**src/rtl/sacs_regs.vh**
```
// timing counts, state codes and field constants of the converter sequencer
`ifndef SACS_REGS_VH
`define SACS_REGS_VH
`define SACS_RES_W 13
`define SACS_TRIM_W 8
`define SACS_SIGN_BIT 4'hc
`define SACS_ACQ_CYC 11'h007
`define SACS_AZ_CYC 11'h01a
`define SACS_AZ_MID 8'h0d
`define SACS_CAL_CYC 11'h574
`define SACS_CAL_MEAS 11'h340
`define SACS_SLOT_MID 8'h20
`define SACS_TEST_MASK 13'h006c
`define SACS_ST_IDLE 3'h0
`define SACS_ST_AZ 3'h1
`define SACS_ST_SAMPLE 3'h2
`define SACS_ST_SAR 3'h3
`define SACS_ST_DONE 3'h4
`define SACS_ST_CAL 3'h5
`endif

```
**src/rtl/sacs_top.v**
```verilog
// control sequencer of the self-calibrating sign-plus-12-bit converter
//
// Summary of operation
// - write pulse with chip select low and null high starts a plain conversion
// - null request low at start adds offset-null phase; sampled once at start
// - result bus drives all 13 bits only while select and read are low
// - calibrate input going low starts a calibration cycle
// - select and calibrate low with read high drives bits 2,3,5,6 in test mode
// - select and write low resets sequencing and abandons any conversion
// - a running calibration ignores starts and resets until it ends
// - after reset a calibration of 1396 cycles runs on its own
// - calibration stores offset and bit corrections; later conversions apply the bit corrections, and the offset only without null phase
// - result codes span 4095 positive and 4096 negative values
// - input sampled for 7 clock periods after write rises, then held
// - offset-null phase of 26 periods precedes sampling
// - busy low from end of sampling through conversion, and through calibration
// - ready falls when result latched; rises on read, start or calibration
// - result is two's complement, bit 12 the sign, low for positive
`timescale 1ns/1ps
`default_nettype none
`include "sacs_regs.vh"
module sacs_top (
  // clock, reset, enable
  input wire CLK_SYS,
  input wire RESET_N,
  input wire CLK_EN,
  // host control strobes, active low
  input wire CS_N,
  input wire WR_N,
  input wire RD_N,
  input wire CAL_N,
  input wire OFFSET_NULL_REQUEST_N,
  // analog front end
  input wire COMP_IN,
  output reg TRACK,
  output reg [12:0] DAC_CODE,
  output reg [7:0] DAC_TRIM,
  // host status and result bus
  output reg BUSY_N,
  output reg RESULT_READY_N,
  output reg [12:0] RESULT_BUS_O,
  output wire [12:0] RESULT_BUS_OE
);
  reg [4:0] in_s1_r;
  reg [4:0] in_s2_r;
  reg start_lo_d_r;
  reg cal_lo_d_r;
  reg [2:0] state_r;
  reg [10:0] cnt_r;
  reg [6:0] ones_r;
  reg use_az_r;
  reg [7:0] az_off_r;
  reg [7:0] off_r;
  reg [3:0] bit_r;
  reg [1:0] ph_r;
  reg [12:0] code_r;
  reg [12:0] result_r;
  wire [7:0] mem_rd;
  reg [3:0] mem_addr;
  reg mem_we;
  reg [7:0] mem_wd;
  wire cs_lo;
  wire wr_lo;
  wire rd_lo;
  wire cal_lo;
  wire az_lo;
  wire start_lo;
  wire start_go;
  wire cal_go;
  wire rd_go;
  wire test_mode;
  wire [3:0] slot;
  wire [12:0] trial;
  wire [12:0] test_word;

  // synchronised strobe levels, taken from the second stage only
  assign cs_lo = ~in_s2_r[0];
  assign wr_lo = ~in_s2_r[1];
  assign rd_lo = ~in_s2_r[2];
  assign cal_lo = ~in_s2_r[3];
  assign az_lo = ~in_s2_r[4];

  // decoded host requests
  assign start_lo = cs_lo & wr_lo;
  assign start_go = start_lo_d_r & cs_lo & ~wr_lo;
  assign cal_go = cal_lo & ~cal_lo_d_r;
  assign rd_go = cs_lo & rd_lo;
  assign test_mode = cs_lo & cal_lo & ~rd_lo;

  // calibration slot and trial code of the current bit
  assign slot = cnt_r[9:6];
  assign trial = (bit_r == `SACS_SIGN_BIT) ? 13'h0000 :
                 (code_r | (13'h0001 << bit_r));
  assign test_word = {6'h00, state_r[2], state_r[1], 1'b0,
                      state_r[0], TRACK, 2'h0};

  // bus enables: full word on read, four bits in test mode
  assign RESULT_BUS_OE = rd_go ? 13'h1fff :
                         (test_mode ? `SACS_TEST_MASK : 13'h0000);

  // correction store access
  always @* begin
    mem_addr = 4'h0;
    mem_we = 1'b0;
    mem_wd = 8'h00;
    if (state_r == `SACS_ST_CAL) begin
      mem_addr = slot;
      mem_we = (cnt_r < `SACS_CAL_MEAS) && (cnt_r[5:0] == 6'h3f);
      mem_wd = {1'b0, ones_r} + {7'h00, COMP_IN} - `SACS_SLOT_MID;
    end else if (state_r == `SACS_ST_SAR) begin
      mem_addr = (bit_r == `SACS_SIGN_BIT) ? 4'h0 : bit_r + 4'h1;
    end
  end

  sacs_cal_mem u_mem (
    .CLK_SYS(CLK_SYS),
    .CLK_EN(CLK_EN),
    .ADDR(mem_addr),
    .WE(mem_we),
    .WDATA(mem_wd),
    .RDATA(mem_rd)
  );

  // sequencer
  always @(posedge CLK_SYS or negedge RESET_N) begin
    if (!RESET_N) begin
      in_s1_r <= 5'h1f;
      in_s2_r <= 5'h1f;
      start_lo_d_r <= 1'b0;
      cal_lo_d_r <= 1'b0;
      state_r <= `SACS_ST_CAL;
      cnt_r <= 11'h000;
      ones_r <= 7'h00;
      use_az_r <= 1'b0;
      az_off_r <= 8'h00;
      off_r <= 8'h00;
      bit_r <= `SACS_SIGN_BIT;
      ph_r <= 2'h0;
      code_r <= 13'h0000;
      result_r <= 13'h0000;
      TRACK <= 1'b0;
      DAC_CODE <= 13'h0000;
      DAC_TRIM <= 8'h00;
      BUSY_N <= 1'b0;
      RESULT_READY_N <= 1'b1;
      RESULT_BUS_O <= 13'h0000;
    end else if (CLK_EN) begin
      in_s1_r <= {OFFSET_NULL_REQUEST_N, CAL_N, RD_N, WR_N, CS_N};
      in_s2_r <= in_s1_r;
      start_lo_d_r <= start_lo;
      cal_lo_d_r <= cal_lo;
      RESULT_BUS_O <= test_mode ? test_word : result_r;
      if (rd_go) begin
        RESULT_READY_N <= 1'b1;
      end
      if (state_r == `SACS_ST_CAL) begin
        // uninterruptible calibration, measures each slot
        cnt_r <= cnt_r + 11'h001;
        TRACK <= 1'b0;
        DAC_TRIM <= 8'h00;
        DAC_CODE <= (slot == 4'h0 || cnt_r >= `SACS_CAL_MEAS) ? 13'h0000 :
                    (13'h0001 << (slot - 4'h1));
        ones_r <= (cnt_r[5:0] == 6'h3f) ? 7'h00 : ones_r + {6'h00, COMP_IN};
        if (cnt_r == `SACS_CAL_CYC - 11'h001) begin
          state_r <= `SACS_ST_IDLE;
          BUSY_N <= 1'b1;
        end
      end else if (cal_go) begin
        state_r <= `SACS_ST_CAL;
        cnt_r <= 11'h000;
        ones_r <= 7'h00;
        BUSY_N <= 1'b0;
        RESULT_READY_N <= 1'b1;
      end else if (start_lo) begin
        // held start: state, track, busy and ready back to idle; DAC code and trim hold
        state_r <= `SACS_ST_IDLE;
        TRACK <= 1'b0;
        BUSY_N <= 1'b1;
        RESULT_READY_N <= 1'b1;
      end else if (start_go) begin
        use_az_r <= az_lo;
        state_r <= az_lo ? `SACS_ST_AZ : `SACS_ST_SAMPLE;
        TRACK <= ~az_lo;
        cnt_r <= 11'h000;
        ones_r <= 7'h00;
        DAC_CODE <= 13'h0000;
        DAC_TRIM <= 8'h00;
      end else begin
        case (state_r)
          `SACS_ST_AZ: begin
            // comparator offset measured against ground
            cnt_r <= cnt_r + 11'h001;
            ones_r <= ones_r + {6'h00, COMP_IN};
            if (cnt_r == `SACS_AZ_CYC - 11'h001) begin
              az_off_r <= {1'b0, ones_r} + {7'h00, COMP_IN} -
                          `SACS_AZ_MID;
              state_r <= `SACS_ST_SAMPLE;
              TRACK <= 1'b1;
              cnt_r <= 11'h000;
            end
          end
          `SACS_ST_SAMPLE: begin
            // acquisition window, then internal hold
            cnt_r <= cnt_r + 11'h001;
            if (cnt_r == `SACS_ACQ_CYC - 11'h001) begin
              TRACK <= 1'b0;
              BUSY_N <= 1'b0;
              state_r <= `SACS_ST_SAR;
              bit_r <= `SACS_SIGN_BIT;
              ph_r <= 2'h0;
              code_r <= 13'h0000;
            end
          end
          `SACS_ST_SAR: begin
            // three phases per bit: address, trim, decide
            ph_r <= ph_r + 2'h1;
            if (ph_r == 2'h0) begin
              DAC_CODE <= trial;
            end else if (ph_r == 2'h1) begin
              if (bit_r == `SACS_SIGN_BIT) begin
                off_r <= use_az_r ? az_off_r : mem_rd;
                DAC_TRIM <= use_az_r ? az_off_r : mem_rd;
              end else begin
                DAC_TRIM <= off_r + mem_rd;
              end
            end else begin
              ph_r <= 2'h0;
              if (bit_r == `SACS_SIGN_BIT) begin
                code_r <= {~COMP_IN, 12'h000};
                bit_r <= 4'hb;
              end else begin
                code_r[bit_r] <= COMP_IN;
                if (bit_r == 4'h0) begin
                  result_r <= {code_r[12:1], COMP_IN};
                  state_r <= `SACS_ST_DONE;
                end else begin
                  bit_r <= bit_r - 4'h1;
                end
              end
            end
          end
          `SACS_ST_DONE: begin
            BUSY_N <= 1'b1;
            RESULT_READY_N <= 1'b0;
            state_r <= `SACS_ST_IDLE;
          end
          `SACS_ST_IDLE: begin
            TRACK <= 1'b0;
          end
          default: begin
            state_r <= `SACS_ST_IDLE;
          end
        endcase
      end
    end
  end
endmodule
`default_nettype wire

```
**src/rtl/sacs_cal_mem.v**
```verilog
// correction factor store with registered read data
`timescale 1ns/1ps
`default_nettype none
module sacs_cal_mem (
  // clocking
  input wire CLK_SYS,
  input wire CLK_EN,
  // access port
  input wire [3:0] ADDR,
  input wire WE,
  input wire [7:0] WDATA,
  output reg [7:0] RDATA
);
  reg [7:0] mem_r [0:15];

  // one optional write and one registered read per enabled cycle
  always @(posedge CLK_SYS) begin
    if (CLK_EN) begin
      if (WE) begin
        mem_r[ADDR] <= WDATA;
      end
      RDATA <= mem_r[ADDR];
    end
  end
endmodule
`default_nettype wire

```
**config.mk**
```make
export PLATFORM = sky130hd
export DESIGN_NAME = sacs_top
export DESIGN_NICKNAME = d
export VERILOG_FILES = /design/src/rtl/sacs_top.v /design/src/rtl/sacs_cal_mem.v
export VERILOG_INCLUDE_DIRS = /design/src /design/src/rtl
export SDC_FILE = /design/constraint.sdc
export NUM_CORES = 1
export LEC_CHECK = 0
export BUFFER_PORTS_ARGS = -buffer_cell sky130_fd_sc_hd__buf_2
export CORE_MARGIN = 5
export CORE_UTILIZATION = 62
export DETAILED_ROUTE_END_ITERATION = 7
export PLACE_DENSITY = 0.86
export SYNTH_ARGS = -nofsm -noshare
export SYNTH_HDL_FRONTEND = slang
export SYNTH_SLANG_ARGS = --single-unit
```
**constraint.sdc**
```tcl
create_clock -name CLK_SYS -period 3.8 [get_ports CLK_SYS]
set_input_delay 0.38 -clock CLK_SYS [delete_from_list [all_inputs] [get_ports CLK_SYS]]
set_output_delay 0.38 -clock CLK_SYS [all_outputs]
set_load 0.005 [all_outputs]
```
# After elaboration in Yosys (flattened, before gate mapping)
# Memories as Yosys holds them, arrays and structs flattened. A register that Yosys moved wholly into a read port is not among the register bits.
# Cells that the tools add are included.
# word_totals
reg_bits,119
ramBits,128
in_bits,9
elab_cells,209
mem_count,1
# op_classes
addsub,10
n_lt_le_gt_ge,4
eq_ne,31
n_shift,2
mux,90
bitwise_logic,22
reduce_logical,29
# mem_list
memory,words,width,read_ports,rd_clocked_by_memory_dff,write_ports,line,rtl
u_mem.mem_r,16,8,1,1,1,sacs_cal_mem.v:14,reg [7:0] mem_r [0:15];
# op_table
op,n
13-bit 2-to-1 mux,14
8-bit 2-to-1 mux,10
11-bit 2-to-1 mux,5
7-bit 2-to-1 mux,7
3-bit 2-to-1 mux,11
4-bit 2-to-1 mux,8
6-bit inequality test (second input constant),5
9-bit AND reduction,3
13-bit one-hot mux with 2 select lines,1
1-bit by 4-bit left shift with 13-bit output (first input constant),2
1-bit 2-to-1 mux,22
11-bit one-hot mux with 2 select lines,1
5-bit inequality test (second input constant),4
10-bit AND reduction,2
5-bit AND reduction,4
1-bit NOT,14
7-bit AND reduction,2
13-bit bitwise mux,1
13-bit OR,1
3-bit one-hot mux with 4 select lines,1
11-bit by 1-bit adder with 11-bit output (second input constant),1
11-bit == test (second input constant),1
11-bit by 3-bit == test with 1-bit output (second input constant),1
11-bit by 5-bit == test with 1-bit output (second input constant),1
other kinds (43),66

# Longest topological paths before layout
# depth
depth_word,10
mapped_depth,11
ltp_nobuf,9

# Modules after synthesis
# A second synthesis with hierarchy kept.
# hier_totals
hier_cells,987
area_unflattened_um2,12141.6
# modules_own_cells
mod,instances,cells_each,area_per_inst_um2,seq_area_each_um2
sacs_top,1,754,6910.4,2996.6
sacs_cal_mem,1,233,5231.3,4083.9

# Worst setup path before layout
# No wires, ideal clock.
# synth_timing
path_type,register to register
from,reg bit_r[0]
to,"mem u_mem.mem_r[5][0], enable pin"
setup_time_ps,370
t_arrival_ps,2450
required_time_ps,3430
path_slack_ps,980
path_stages_with_launch,10
synth_period_minus_slack_ps,2820
cell_sequence,dfrtp_1 inv_1 ha_1 and3_1 buf_2 o32ai_4 buf_2 buf_2 nand2_1 nor2_1
# synth_via
elab_chain_len,4
word_cells_on_any_way,5
cone_classes,add/sub (1); eq/ne (1); mux (3)
# synth_lines
element,line,rtl
start: declaration,sacs_top.v:54,reg [3:0] bit_r;
start signal: assignment,sacs_top.v:137,bit_r <= `SACS_SIGN_BIT;
start signal: assignment,sacs_top.v:209,bit_r <= `SACS_SIGN_BIT;
start signal: assignment,sacs_top.v:237,bit_r <= bit_r - 4'h1;
4-bit by 1-bit adder with 4-bit output / 4-bit == test (equally long branches),--,
4-bit 2-to-1 mux (*),sacs_top.v:111,mem_addr = (bit_r == `SACS_SIGN_BIT) ? 4'h0 : bit_r + 4'h1;
4-bit 2-to-1 mux (*),sacs_top.v:110,end else if (state_r == `SACS_ST_SAR) begin
4-bit 2-to-1 mux (*),sacs_top.v:106,if (state_r == `SACS_ST_CAL) begin
end: declaration,sacs_cal_mem.v:14,
# Every way passes the cells marked *; elsewhere a longest branch is shown, timed or not.

# Worst setup path in the final report
# layout_timing
from,reg bit_r[0]
to,"mem u_mem.mem_r[7][5], enable pin"
# The elaborated chain is that of the path after synthesis.

==> results.rst <==
.. list-table::
   :header-rows: 1

   * - Metric
     - Value
   * - Status
     - finished, final reports clean
   * - Master cell of the clock root buffer
     - sky130_fd_sc_hd__clkbuf_16
   * - Die Outline Area
     - 0.0225 mm2
   * - Arrival time at the worst endpoint
     - 3.59 ns
   * - Most common cell after layout, fill and taps aside
     - sky130_fd_sc_hd__nand2_1
   * - Via density per instance
     - 6.18
   * - 1st-iter DRT viols
     - 909
   * - Drt pass-1 iters
     - 5
   * - Std cell rows
     - 51
   * - Number of nets in the finished design
     - 1197
   * - Synth Area per Inst
     - 11.1 um2
   * - Final Critical Period
     - 3.35 ns
   * - Critical path buffer and inverter count
     - 3
   * - Floorplan die height
     - 150 um
   * - Highest fanout seen on the critical path
     - 30
   * - Maximum clock frequency
     - 0.298 GHz
   * - Cell accounting for the most synthesized area
     - sky130_fd_sc_hd__edfxtp_1
   * - Number of flops mapped to enable cells by yosys
     - 136
   * - Die extent in x
     - 150 um
   * - Maximum vdd drop
     - 0.000340 V
   * - Fraction of the cycle the final worst path needs
     - 0.882
   * - Clock tree sinks
     - 255
   * - Synthesized area
     - 0.0121 mm2
   * - Final ANT Viol Nets
     - 0
   * - Register-to-register setup slack
     - 0.45 ns
   * - Final weighted congestion in routability-driven placement
     - 0.939
   * - Maximum number of pins on one net before global-route repair
     - 64
   * - Vias after detailed routing
     - 8953
   * - Worst hold path type
     - primary input to register
   * - Most numerous cell on the critical path
     - sky130_fd_sc_hd__buf_4
   * - Total power draw
     - 7630 uW
   * - Final count of hold timing violations
     - 0
   * - Worst Path Required
     - 4.04 ns
   * - Leading register cell type out of synthesis
     - sky130_fd_sc_hd__edfxtp_1
   * - Wire length of the first global-routing pass
     - 45500 um
   * - Endpoint of the worst hold-timing path
     - in_s1_r[0]
   * - Worst Min Path Start
     - CS_N
   * - Sort of element at the start of the critical path
     - register
   * - Routed len/inst
     - 19.7 um
   * - Slowest library cell on the worst path
     - sky130_fd_sc_hd__o32ai_4
   * - Clock latency of the later-clocked register in the worst-skew pair
     - 0.54 ns
   * - Cell count of the worst reg-to-reg path
     - 8
   * - HPWL after detailed placement
     - 18900 um
   * - CTS clk-pin slew, worst paths
     - 0.06 ns
   * - Post-synthesis register bit count
     - 255
   * - Delay of the slowest cell on the worst path
     - 0.66 ns
   * - Vias in the first global route
     - 8603
   * - Worst reg2reg endpoint
     - u_mem.mem_r[7][5]
   * - Hold-critical path depth
     - 2
   * - Warnings, synthesis
     - 0
   * - DRC violation count after routing
     - 0
   * - Transition time at the pin with the least slew margin
     - 1.07 ns
   * - Final setup fails
     - 0
   * - Gate count of the mapped netlist
     - 1091
   * - Fraction of post-synthesis cell area in the top cell type by area
     - 0.336
   * - Setup repair after global routing missed its margin
     - no
   * - Max-cap check violation count
     - 0
   * - TritonCTS clock tree
     - yes
   * - Biggest area contributors in the synthesized netlist
     - sky130_fd_sc_hd__edfxtp_1, sky130_fd_sc_hd__dfrtp_1, sky130_fd_sc_hd__nand2_1, sky130_fd_sc_hd__o21ai_0, sky130_fd_sc_hd__mux2i_1
   * - Number of buffers created by CTS
     - 27
   * - Crit path kind
     - register to register
   * - Cell-by-cell listing of the critical path
     - inv_1 > ha_1 > and3_1 > o32ai_4 > buf_4 > nand2_1 > nor2_1 > buf_4
   * - Layout area overhead
     - 13.7%
   * - Hold Slack
     - 0.0792 ns
   * - Core Region
     - 0.0194 mm2
   * - Post-CTS Setup Bufs
     - 0
   * - H-tree Lvls
     - 1
   * - Routed wire length
     - 28500 um
   * - Starting Density
     - 0.626
   * - CP top delay family
     - buffers and inverters
   * - Port bufs
     - 58
   * - Setup total negative slack
     - 0 ns
   * - Worst Setup SP
     - bit_r[0]
   * - Global route total overflow
     - 0
   * - Fraction of registers with async set/reset
     - 0.467
   * - Layout cell share with drive strength beyond 1
     - 0.169
   * - Maximum buffer depth of the clock tree
     - 3
   * - Number of I/O pins
     - 59
   * - Number of antenna cells inserted
     - 0
   * - Total global routing track utilization
     - 0.255
   * - Worst clock skew
     - 0.0113 ns
   * - Proportion of synthesized chip area in sequential cells
     - 0.583
   * - Post-synth cell types
     - 73
   * - Reg-to-reg critical path startpoint
     - bit_r[0]
   * - Static power due to leakage
     - 0.00560 uW
   * - Antenna violations before repair
     - 0
   * - Slew Limit Fails
     - 0
   * - Nature of the critical path endpoint
     - register
   * - Slew Limit Headroom
     - 0.284
   * - Pwr dens
     - 553 mW/mm2
   * - Commonest cells after routing, fill and taps aside
     - sky130_fd_sc_hd__nand2_1, sky130_fd_sc_hd__edfxtp_1, sky130_fd_sc_hd__dfrtp_1, sky130_fd_sc_hd__o21ai_0, sky130_fd_sc_hd__nor2_1
-- how the worst max path moves through the flow --
| stage | to | slack [ns] | cells past startpoint |
|---|---|---|---|
| 2_1_floorplan | u_mem.mem_r[5][0] | 0.98 | 9 |
| 3_3_place_gp | u_mem.RDATA[5] | 0.72 | 9 |
| 3_5_place_dp | u_mem.RDATA[2] | 0.56 | 9 |
| 4_1_cts | u_mem.RDATA[6] | 0.52 | 9 |
| 5_1_grt | u_mem.RDATA[2] | 0.24 | 9 |
| 6_report | u_mem.mem_r[7][5] | 0.45 | 8 |
-- registers in the layout (all words and copies together) (netlist names), 8 cells and up --
signal        count
DAC_TRIM          8
off_r             8
result_r         13
RESULT_BUS_O     13
DAC_CODE         13
u_mem.RDATA       8
cnt_r            11
code_r           13
az_off_r          8
u_mem.mem_r     128
-- synthesized netlist by cell type, types with 9 or more instances --
library cell,n
sky130_fd_sc_hd__xnor2_1,10
sky130_fd_sc_hd__buf_4,21
sky130_fd_sc_hd__mux2_2,31
sky130_fd_sc_hd__and3_1,29
sky130_fd_sc_hd__inv_1,20
sky130_fd_sc_hd__clkbuf_1,30
sky130_fd_sc_hd__buf_2,16
sky130_fd_sc_hd__dfrtp_1,104
sky130_fd_sc_hd__edfxtp_1,136
sky130_fd_sc_hd__nand3_1,25
sky130_fd_sc_hd__xor2_1,9
sky130_fd_sc_hd__a21oi_1,48
sky130_fd_sc_hd__ha_1,24
sky130_fd_sc_hd__o21ai_0,93
sky130_fd_sc_hd__dfstp_2,15
sky130_fd_sc_hd__nor2_1,78
sky130_fd_sc_hd__o2bb2ai_1,11
sky130_fd_sc_hd__nand2_1,178
sky130_fd_sc_hd__nor3_1,12
sky130_fd_sc_hd__mux2i_1,44
sky130_fd_sc_hd__nand2b_1,14
-- worst reg2reg max path, cell delays in order, from the launching register on --
cell and delay (ns):
sky130_fd_sc_hd__dfrtp_1 0.50, sky130_fd_sc_hd__inv_1 0.20, sky130_fd_sc_hd__ha_1 0.40, sky130_fd_sc_hd__and3_1 0.30, sky130_fd_sc_hd__o32ai_4 0.66, sky130_fd_sc_hd__buf_4 0.42, sky130_fd_sc_hd__nand2_1 0.20, sky130_fd_sc_hd__nor2_1 0.17
sky130_fd_sc_hd__buf_4 0.21
-- area by class of cell --
cell class	instances	area (um2)
Inverter	20	75.1
Clock inverter	18	264
Fill cell	1298	5590
Tap cell	265	332
Sequential cell	255	7080
Multi-Input combinational cell	766	4720
Timing Repair Buffer	93	596
Clock buffer	32	737
-- layer usage --
metal / wire length, um / up-vias / GRT usage
met5: 0 / - / 0
met3: 2750 / 77 / 0.0488
li1: - / 4074 / -
met4: 782 / 0 / 0.0814
met2: 13300 / 513 / 0.406
met1: 11700 / 4289 / 0.357
-- stage by stage --
| stage | instance area, um2 | std cells | worst slack (ns) | utilization |
|---|---|---|---|---|
| finish | 13800 | 1449 | 0.447 | 0.712 |
| global route | 13800 | 1449 | 0.239 | 0.712 |
| CTS | 13800 | 1449 | 0.521 | 0.712 |
| detailed placement | 12800 | 1398 | 0.560 | 0.660 |
| global placement | 12800 | 1398 | 0.723 | 0.660 |
| floorplan | 12200 | 1114 | 0.980 | - |
-- kinds of logic after synthesis --
| kind of cell | Yosys count | synth area share |
|---|---|---|
| AND/OR/NAND/NOR | 377 | 0.143 |
| flip-flops | 255 | 0.583 |
| AO/OA/AOI/OAI | 246 | 0.131 |
| buffers and inverters | 93 | 0.0369 |
| multiplexers | 75 | 0.0650 |
| adder cells (fa/ha/maj) | 25 | 0.0264 |
| XOR/XNOR | 19 | 0.0137 |
| other | 1 | 0.000309 |
-- report_power, final --
group	switching, uW	internal [uW]
sequential	238	3140
combinational	864	490
clock	1100	1800
-- what timing repair did --
action,in CTS,in global routing
hold buffers,1,0
resized for setup,0,0
hold endpoints to repair,54,0
No activity file was read; power rests on OpenSTA's default activity.
